$ cat src/core/ext_bus_defs.svh
// timing and address constants for the external memory bus interface
`ifndef EXT_BUS_DEFS_SVH
`define EXT_BUS_DEFS_SVH
`define INT_CODE_TOP 16'h1fff
`define ADDR_PH_CYC 4'h2
`define STROBE_CYC 4'h3
`define CNT_ZERO 4'h0
`define BYTE_ZERO 8'h00
`endif

$ cat src/core/ext_bus_pkg.sv
// types shared by the external memory bus interface
`default_nettype none
package ext_bus_pkg;
    typedef enum logic [1:0] {
        op_fetch,
        op_read,
        op_write
    } bus_op_t;
    typedef struct packed {
        bus_op_t op;
        logic [7:0] page;
        logic [7:0] high;
        logic [7:0] low;
        logic [7:0] wdata;
    } bus_req_t;
    typedef struct packed {
        logic [7:0] mux_out;
        logic mux_oe;
        logic [7:0] high_out;
        logic addr_strobe;
        logic fetch_strobe_n;
        logic read_strobe_n;
        logic write_strobe_n;
    } bus_pins_t;
endpackage
`default_nettype wire

$ cat src/core/code_space_decode.sv
// decides whether a code address is fetched from internal memory
`timescale 1ns/1ps
`default_nettype none
`include "ext_bus_defs.svh"
module code_space_decode (
    // strap and address
    input wire logic clk,
    input wire logic rstn,
    input wire logic code_space_select_pin,
    input wire logic [15:0] code_addr,
    // decision
    output logic internal_hit
);
    logic strap_reg;
    logic seen_reg;

    // catch the strap once after reset release
    always_ff @(posedge clk) begin
        if (!rstn) begin
            seen_reg <= 1'b0;
            strap_reg <= 1'b0;
        end else if (!seen_reg) begin
            seen_reg <= 1'b1;
            strap_reg <= code_space_select_pin;
        end
    end

    // above the internal top always external; strap low means external
    assign internal_hit = (seen_reg ? strap_reg : code_space_select_pin)
        && (code_addr <= `INT_CODE_TOP);
endmodule // code_space_decode
`default_nettype wire

$ cat src/core/ext_mem_bus.sv
// external memory bus: code fetch and paged data access over two ports
//
// Functional notes
// strap high: execution starts at address zero of internal 8K memory
// strap low: execution starts at address zero of external code
// code addresses above 1fff always fetched externally
// both ports fully given over to the bus during external fetch
// fetch drives pc low byte, then floats mux port for the code
// address strobe pulses while the low byte is valid on mux port
// fetch drives pc high byte on high port, then fetch strobe reads
// external fetch always shows a full 16-bit address
// data accesses still allowed while running from external code
// data access latches pointer low byte before data is on bus
// high port gives page byte at strobe, then pointer high byte
// without a page latch the memory sees a 64K data space
// with page latch a 24-bit data address reaches 16M bytes
// external code space covers 64K bytes
// fetches and data accesses are independent transaction types
// data transfers use read or write strobe, never fetch strobe
// high port holds the high byte through the whole data phase
`timescale 1ns/1ps
`default_nettype none
`include "ext_bus_defs.svh"
module ext_mem_bus
    import ext_bus_pkg::*;
(
    // clock and reset
    input wire logic clk,
    input wire logic rstn,
    // strap
    input wire logic code_space_select_pin,
    // request from the core
    input wire logic req_valid,
    input wire bus_req_t req,
    output logic req_ready,
    // answer to the core
    output logic resp_valid,
    output logic resp_internal,
    output logic [7:0] resp_data,
    // pins
    output bus_pins_t pins,
    input wire logic [7:0] multiplexed_bus_port_in
);
    typedef enum logic [1:0] {
        st_idle,
        st_addr,
        st_data
    } state_t;

    state_t state_reg;
    bus_req_t cur_reg;
    logic [3:0] cnt_reg;
    logic internal_hit;
    logic take_int;
    logic take_ext;
    logic addr_last;
    logic strobe_last;
    // one flop per pin group; pins is only a bundle of these
    logic [7:0] mux_out_reg;
    logic mux_oe_reg;
    logic [7:0] high_out_reg;
    logic addr_strobe_reg;
    logic fetch_strobe_n_reg;
    logic read_strobe_n_reg;
    logic write_strobe_n_reg;

    ////////////////////////////////////////////////////////////////////
    // helpers

    // true on the last cycle of a phase of the given length
    function automatic logic phase_end(input logic [3:0] cnt,
        input logic [3:0] len);
        phase_end = (cnt == len - 4'h1);
    endfunction

    // byte for the high port: page while the latches are open on a data op, else high
    function automatic logic [7:0] high_for(input bus_req_t r,
        input logic addr_phase);
        if (addr_phase && r.op != op_fetch)
            high_for = r.page;
        else
            high_for = r.high;
    endfunction

    ////////////////////////////////////////////////////////////////////
    // code space choice
    code_space_decode u_decode (
        .clk(clk),
        .rstn(rstn),
        .code_space_select_pin(code_space_select_pin),
        .code_addr({req.high, req.low}),
        .internal_hit(internal_hit)
    );

    ////////////////////////////////////////////////////////////////////
    // request decode
    // internal fetches are answered at once and never touch the pins
    assign take_int = req_valid && req.op == op_fetch && internal_hit;
    assign take_ext = req_valid && !take_int;
    assign addr_last = phase_end(cnt_reg, `ADDR_PH_CYC);
    assign strobe_last = phase_end(cnt_reg, `STROBE_CYC);

    ////////////////////////////////////////////////////////////////////
    // sequencer: fetch and data ops share one path, in any order
    always_ff @(posedge clk) begin
        if (!rstn) begin
            state_reg <= st_idle;
        end else begin
            case (state_reg)
                st_idle: begin
                    if (take_ext) begin
                        state_reg <= st_addr;
                    end
                end
                st_addr: begin
                    if (addr_last) begin
                        state_reg <= st_data;
                    end
                end
                st_data: begin
                    if (strobe_last) begin
                        state_reg <= st_idle;
                    end
                end
                default: state_reg <= st_idle;
            endcase
        end
    end

    // phase counter, cleared on every phase change
    always_ff @(posedge clk) begin
        if (!rstn) begin
            cnt_reg <= `CNT_ZERO;
        end else begin
            case (state_reg)
                st_addr: begin
                    cnt_reg <= addr_last ? `CNT_ZERO : cnt_reg + 4'h1;
                end
                st_data: begin
                    cnt_reg <= strobe_last ? `CNT_ZERO : cnt_reg + 4'h1;
                end
                default: cnt_reg <= `CNT_ZERO;
            endcase
        end
    end

    // hold the taken request; the core may drop it once answered
    always_ff @(posedge clk) begin
        if (!rstn) begin
            cur_reg <= '0;
        end else if (state_reg == st_idle && take_ext) begin
            cur_reg <= req;
        end
    end

    ////////////////////////////////////////////////////////////////////
    // ready only in idle with nothing waiting; advisory for the core
    always_ff @(posedge clk) begin
        if (!rstn) begin
            req_ready <= 1'b0;
        end else begin
            req_ready <= (state_reg == st_idle) && !req_valid;
        end
    end

    // one-cycle done pulse, flagged internal when the bus stayed quiet
    always_ff @(posedge clk) begin
        if (!rstn) begin
            resp_valid <= 1'b0;
            resp_internal <= 1'b0;
        end else begin
            resp_valid <= (state_reg == st_idle && take_int)
                || (state_reg == st_data && strobe_last);
            resp_internal <= state_reg == st_idle && take_int;
        end
    end

    // code or data byte taken on the last cycle of the strobe phase, one cycle before the strobe pin rises
    always_ff @(posedge clk) begin
        if (!rstn) begin
            resp_data <= `BYTE_ZERO;
        end else if (state_reg == st_data && strobe_last
            && cur_reg.op != op_write) begin
            resp_data <= multiplexed_bus_port_in;
        end
    end

    ////////////////////////////////////////////////////////////////////
    // multiplexed port: low address byte, then write data or float
    always_ff @(posedge clk) begin
        if (!rstn) begin
            mux_out_reg <= `BYTE_ZERO;
            mux_oe_reg <= 1'b0;
        end else begin
            case (state_reg)
                st_addr: begin
                    mux_out_reg <= cur_reg.low;
                    mux_oe_reg <= 1'b1;
                end
                st_data: begin
                    if (cur_reg.op == op_write) begin
                        mux_out_reg <= cur_reg.wdata;
                        mux_oe_reg <= 1'b1;
                    end else begin
                        mux_oe_reg <= 1'b0; // float for the byte
                    end
                end
                default: mux_oe_reg <= 1'b0;
            endcase
        end
    end

    // high port: page byte under the address strobe on data ops, then high byte; fetches show the high byte throughout
    always_ff @(posedge clk) begin
        if (!rstn) begin
            high_out_reg <= `BYTE_ZERO;
        end else if (state_reg != st_idle) begin
            high_out_reg <= high_for(cur_reg, state_reg == st_addr);
        end
    end

    // address strobe: one pulse at the start of the address phase
    always_ff @(posedge clk) begin
        if (!rstn) begin
            addr_strobe_reg <= 1'b0;
        end else begin
            addr_strobe_reg <= state_reg == st_addr
                && cnt_reg == `CNT_ZERO;
        end
    end

    // fetch, read and write strobes, low through the whole data phase
    always_ff @(posedge clk) begin
        if (!rstn) begin
            fetch_strobe_n_reg <= 1'b1;
            read_strobe_n_reg <= 1'b1;
            write_strobe_n_reg <= 1'b1;
        end else begin
            fetch_strobe_n_reg <= !(state_reg == st_data
                && cur_reg.op == op_fetch);
            read_strobe_n_reg <= !(state_reg == st_data
                && cur_reg.op == op_read);
            write_strobe_n_reg <= !(state_reg == st_data
                && cur_reg.op == op_write);
        end
    end

    ////////////////////////////////////////////////////////////////////
    // pin bundle, every field straight from its flop
    assign pins = '{
        mux_out: mux_out_reg,
        mux_oe: mux_oe_reg,
        high_out: high_out_reg,
        addr_strobe: addr_strobe_reg,
        fetch_strobe_n: fetch_strobe_n_reg,
        read_strobe_n: read_strobe_n_reg,
        write_strobe_n: write_strobe_n_reg
    };
endmodule // ext_mem_bus
`default_nettype wire

$ cat config.mk
export PLATFORM = sky130hd
export DESIGN_NAME = ext_mem_bus
export DESIGN_NICKNAME = d
export VERILOG_FILES = /design/src/core/ext_bus_pkg.sv /design/src/core/code_space_decode.sv /design/src/core/ext_mem_bus.sv
export VERILOG_INCLUDE_DIRS = /design/src /design/src/core
export SDC_FILE = /design/constraint.sdc
export NUM_CORES = 1
export LEC_CHECK = 0
export ABC_AREA = 1
export BUFFER_PORTS_ARGS = -buffer_cell sky130_fd_sc_hd__buf_2
export CAP_MARGIN = 20
export CORE_MARGIN = 2
export CORE_UTILIZATION = 35
export CTS_CLUSTER_SIZE = 16
export DETAILED_ROUTE_END_ITERATION = 10
export PLACE_DENSITY = 0.54
export SLEW_MARGIN = 0
export SYNTH_ARGS = -nofsm -noshare
export SYNTH_HDL_FRONTEND = slang
export SYNTH_HIERARCHICAL = 1
export SYNTH_SLANG_ARGS = --single-unit
$ cat constraint.sdc
create_clock -name clk -period 2.8 [get_ports clk]
set_input_delay 0.42 -clock clk [delete_from_list [all_inputs] [get_ports clk]]
set_output_delay 0.42 -clock clk [all_outputs]
set_load 0.02 [all_outputs]
# --- After elaboration in Yosys (flattened, before gate mapping) ---
# Index checks and enable logic that the tools add are counted.
classes:
  addsub: 1
  magnitude_cmp: 1
  n_eq_ne: 11
  mux: 14
  n_reduce_logical: 29
op_table:
  columns: ["op", "n"]
  rows:
  - ["$le 16x13->1 const B", 1]
  - ["$mux 8", 2]
  - ["$pmux 8 s2", 1]
  - ["$logic_and 1x1->1", 14]
  - ["$mux 4", 2]
  - ["$ne 2x2->1 const B", 4]
  - ["$pmux 4 s2", 1]
  - ["$logic_not 2->1", 3]
  - ["$mux 2", 3]
  - ["$pmux 2 s3", 1]
  - ["$reduce_bool 2->1", 3]
  - ["$logic_not 1->1", 5]
  - ["$add 4x1->4 const B", 1]
  - ["$eq 2x1->1 const B", 2]
  - ["$eq 2x2->1 const B", 2]
  - ["$eq 4x1->1 const B", 1]
  - ["$eq 4x2->1 const B", 1]
  - ["$logic_not 4->1", 1]
  - ["$mux 1", 3]
  - ["$reduce_and 3->1", 1]
  - ["$ne 2x1->1 const B", 1]
  - ["$pmux 1 s2", 1]
  - ["$reduce_and 2->1", 1]
  - ["$logic_or 1x1->1", 1]
totals:
  regBits: 74
  input_bits: 46

# --- Longest topological paths before layout ---
depth:
  ltp_word: 7
  ltp_mapped: 12
  depth_no_buf: 12

# --- By module ---
# Netlist, hierarchy kept.
modules_own_cells:
  columns: ["mod", "instances", "cells_each", "area_each_um2"]
  rows:
  - ["ext_mem_bus", 1, 366, 2842.7]
  - ["code_space_decode", 1, 14, 85.1]

# --- Worst setup path before layout ---
# No wires, ideal clock.
synth_path:
  path_type: "input to register"
  from: "input port req[23] in the netlist's numbering"
  to: "register cur_reg[8] in the netlist's numbering"
  setup_ps: 131
  arrival_time_ps: 1225
  required_time_ps: 2669
  slack_ps: 1444
  cell_stages: 11
  path_buffers: 1
  cell_sequence: "nor2_1 nand2_1 nor2_1 nand2_1 inv_1 nand2_2 nand3_4 inv_4 buf_6 nand2_1 a21oi_2"
synth_between:
  elab_chain_cells: 6
synth_lines:
  columns: ["item", "line_no", "rtl"]
  rows:
  - ["start: declaration", "ext_mem_bus.sv:34", "input wire bus_req_t req,"]
  - ["$le 16x13->1 (no line)", null, null]
  - ["$logic_and 1x1->1", "code_space_decode.sv:29", "assign internal_hit = (seen_reg ? strap_reg : code_space_select_pin)"]
  - ["named net internal_hit", "ext_mem_bus.sv:53", "logic internal_hit;"]
  - ["$logic_and 1x1->1", "ext_mem_bus.sv:98", "assign take_int = req_valid && req.op == op_fetch && internal_hit;"]
  - ["$logic_not 1->1", "ext_mem_bus.sv:99", "assign take_ext = req_valid && !take_int;"]
  - ["$logic_and 1x1->1", "ext_mem_bus.sv:99", null]
  - ["$logic_and 1x1->1", "ext_mem_bus.sv:151", "end else if (state_reg == st_idle && take_ext) begin"]
  - ["end signal: assignment", "ext_mem_bus.sv:152", "cur_reg <= req;"]
  - ["end: declaration", "ext_mem_bus.sv:51", "bus_req_t cur_reg;"]
# The timed path passes the listed nets, and every way through them passes these cells.
# A chain may end at the register's enable or synchronous reset.

# --- Worst setup path in the final report ---
layout_path:
  from: "register state_reg[0]"
  to: "register cur_reg[5] in the netlist's numbering"
layout_between:
  elab_chain_cells: 2
layout_lines:
  columns: ["item", "line_no", "rtl"]
  rows:
  - ["start: declaration", "ext_mem_bus.sv:50", "state_t state_reg;"]
  - ["start signal: assignment", "ext_mem_bus.sv:107", "state_reg <= st_idle;"]
  - ["start signal: assignment", "ext_mem_bus.sv:112", "state_reg <= st_addr;"]
  - ["start signal: assignment", "ext_mem_bus.sv:117", "state_reg <= st_data;"]
  - ["$logic_not 2->1", "ext_mem_bus.sv:151", null]
  - ["$logic_and 1x1->1", "ext_mem_bus.sv:151", null]
# No other way between the ends.

==> impl_metrics.csv <==
group,metric,value,unit
synthesis,syn_nets,429,
global_routing,grt_antenna_before_repair,0,
cts,clk_path_buf_depth,2,
sta,hold_viol,0,
critical_path,slowest_delay,0.43,ns
final_layout,drive_above_1_share,23.30,%
critical_path,crit_required,3.07,ns
final_layout,postLayoutCellArea,3533,um^2
cts,cts_tree,"yes",
drt,viasPerCell,4.588,
synthesis,synth_seq_cells,74,
synthesis,syn_avg_cell_area,7.705,um^2
sta,hold-worst-slack,0.3122,ns
die,core,8175,um^2
final_layout,largest_reg_flops,34,
synthesis,netlist_top_cells_area,"dfxtp_1, nand2_1, a21oi_1, o21ai_0, nor2_1",
worst_hold_path,worstHoldStart,"req[11]",
synthesis,ys_types,32,
critical_path,critical_path.slowest_cell,"ha_1",
drt,drt-wirelength-per-cell,12.05,um
critical_path,critPathLaunchType,"flip-flop",
cts,htreeDepth,3,
cts,clk-insertion-delay-late,0.34,ns
sta,fin_crit_sh,67.10,%
critical_path,path_cells,"inv_1 > ha_1 > nand3_4 > inv_4 > nand2_1 > a21oi_1",
final_layout,area_growth,20.68,%
sta,period_minus_slack,1.879,ns
die,rows,33,
synthesis,synth_area,2928,um^2
critical_path,regToRegStartpoint,"state_reg[0]",
sta,rsz0062_at_grt,"no",
synthesis,ys.flop_type,"dfxtp_1",
die,die_w,95.46,um
drt,initialDrtViolationCount,87,
die,start_util,35.81,%
sta,timing.final.max_slew_violations,0,
drt,vias,2569,
cts,cts_sinks,74,
cts,ctsHoldBuffers,0,
drt,met3RoutedLength,420,um
sta,setup_tns,0,ns
global_routing,grt_util_all_layers,15.62,%
drt,routed_wl,6746,um
drt,drt_pre_antenna_iters,4,
cts,cts.clk_slew.worst_paths,0.08,ns
cts,numCtsBuffers,9,
sta,max_clock_freq,532.3,MHz
cts,cts_root_buf,"clkbuf_8",
drt,routed.top_layer,"met4",
worst_hold_path,min_path_type,"input pin to flip-flop",
outcome,status,"finished clean",
sta,skew,0.008228,ns
final_layout,nFillCells,876,
global_routing,grt_pass1_wl,10720,um
cts,post_cts.repair.setup_buffers,0,
synthesis,synth-async-reset-ratio,0,%
global_routing,grt-ovfl-total,0,
critical_path,startpoint,"state_reg[0]",
drt,wl_met1,3352,um
final_layout,nNetsFinal,499,
die,die-height,95.46,um
synthesis,ys_seq_area_share,50.60,%
die,io_pins,78,
job,drv_cap,0,
power,ir_drop,0.0003791,V
drt,remaining_drc_errors,0,
drt,postRouteAntennaNets,0,
die,dieArea,9113,um^2
global_routing,grt_pass1_vias,2279,
synthesis,ys_warn_count,6,
placed_design,gp_congestion,0.7802,
critical_path,path_class,"flip-flop to flip-flop",
sta,tightest_slew,0.5772,ns
critical_path,cp_data_arrival_time,2.15,ns
cts,cts_resized,0,
final_layout,antenna_cells,0,
placed_design,place.port_buffers,77,
drt,wl_met2,2834,um
critical_path,critPathCaptureType,"flip-flop",
power,p_leak,1.604,nW
critical_path,path_max_fanout,26,
sta,slew_headroom,61.52,%
synthesis,synth.top_cell.area_share,50.60,%
synthesis,synth_edf_count,0,
sta,setup_viol,0,
power,p_per_area,974.3,nW/um^2
placed_design,dp.final_hpwl,4672,um
global_routing,grt_max_degree,35,
synthesis,synthCells,380,
placed_design,dpl_cell_area,3313,um^2
synthesis,yosysTopAreaCell,"dfxtp_1",
==> cells in the final DEF (no fill, tap or decap), types with 2 or more instances in the layout <==
| master | instances |
|---|---|
| o21ai_1 | 7 |
| nor3_1 | 2 |
| clkbuf_8 | 10 |
| clkbuf_1 | 2 |
| buf_2 | 77 |
| nand2_2 | 2 |
| nand3_1 | 6 |
| dfxtp_1 | 74 |
| a31oi_1 | 8 |
| ha_1 | 3 |
| inv_1 | 32 |
| inv_2 | 3 |
| buf_4 | 3 |
| a21oi_1 | 37 |
| nand2_1 | 94 |
| o21ai_0 | 35 |
| bufinv_16 | 2 |
| clkinvlp_4 | 2 |
| clkinv_1 | 2 |
| nor2_1 | 42 |
==> power breakdown <==
part	switching [W]	total (W)	internal [W]
clock network	0.000384	0.000911	0.000527
registers	0.000109	0.00139	0.00128
logic	0.000780	0.00114	0.000360
==> path summary, 6_finish.rpt <==
kind | slack (ns) | endpoint | cells after the start
min | 0.31 | cur_reg[11] | 3
max | 0.92 | cur_reg[5] | 6
min reg2reg | 0.45 | cur_reg[25] | 2
max reg2reg | 0.92 | cur_reg[5] | 6
==> metal layers <==
metal	track usage (%)	up-vias
met5	0	-
met4	8.214	0
met3	4.111	10
met2	23.88	69
met1	20.18	1140
li1	-	1350
==> per-stage QoR <==
stage          setup WS [ns]  util, %  total power (W)  std cells
2_1_floorplan          1.444        -         0.002315        380
3_3_place_gp          0.9020    40.53         0.002554        544
3_5_place_dp          0.8615    40.53         0.002568        544
4_1_cts               0.8891    43.22         0.003492        560
5_1_grt               0.7167    43.22         0.003687        560
6_report              0.9213    43.22         0.003442        560
==> worst max-delay path, delay by kind of cell (launching register included) <==
| family | cells | cell delay [ns] |
|---|---|---|
| simple gates | 2 | 0.47 |
| flops | 1 | 0.33 |
| buf+inv | 2 | 0.42 |
| compound gates | 1 | 0.14 |
| fa+ha+maj | 1 | 0.43 |
==> synthesized netlist by cell type (all sizes together), types with 2 or more instances <==
cell type   n
a21oi      38
a31oi       8
buf        13
clkbuf      8
clkinv      2
dfxtp      74
ha          3
inv        36
nand2      96
nand3       7
nor2       44
nor3        2
o21ai      43
==> cells by family after synthesis <==
family                     after synthesis  share of synthesized area (%)
AOI/OAI and AO/OA                       91                          16.28
xor gates and xnor gates                 1                         0.2992
adders and majority gates                3                          1.282
buffers and inverters                   59                          10.21
DFF                                     74                          50.60
and+or+nand+nor                        152                          21.33
==> cell type report <==
type                    instances  area, um^2  area share (%)
inverters                      38       145.1           4.108
flip-flops and latches         74        1481           41.93
well taps                     105       131.4           3.718
clock buffers                  12       145.1           4.108
repair buffers                 80       407.9           11.54
multi-input cells             247        1147           32.47
clock inverters                 4       75.07           2.125
Power figures use the tool's default switching activity.
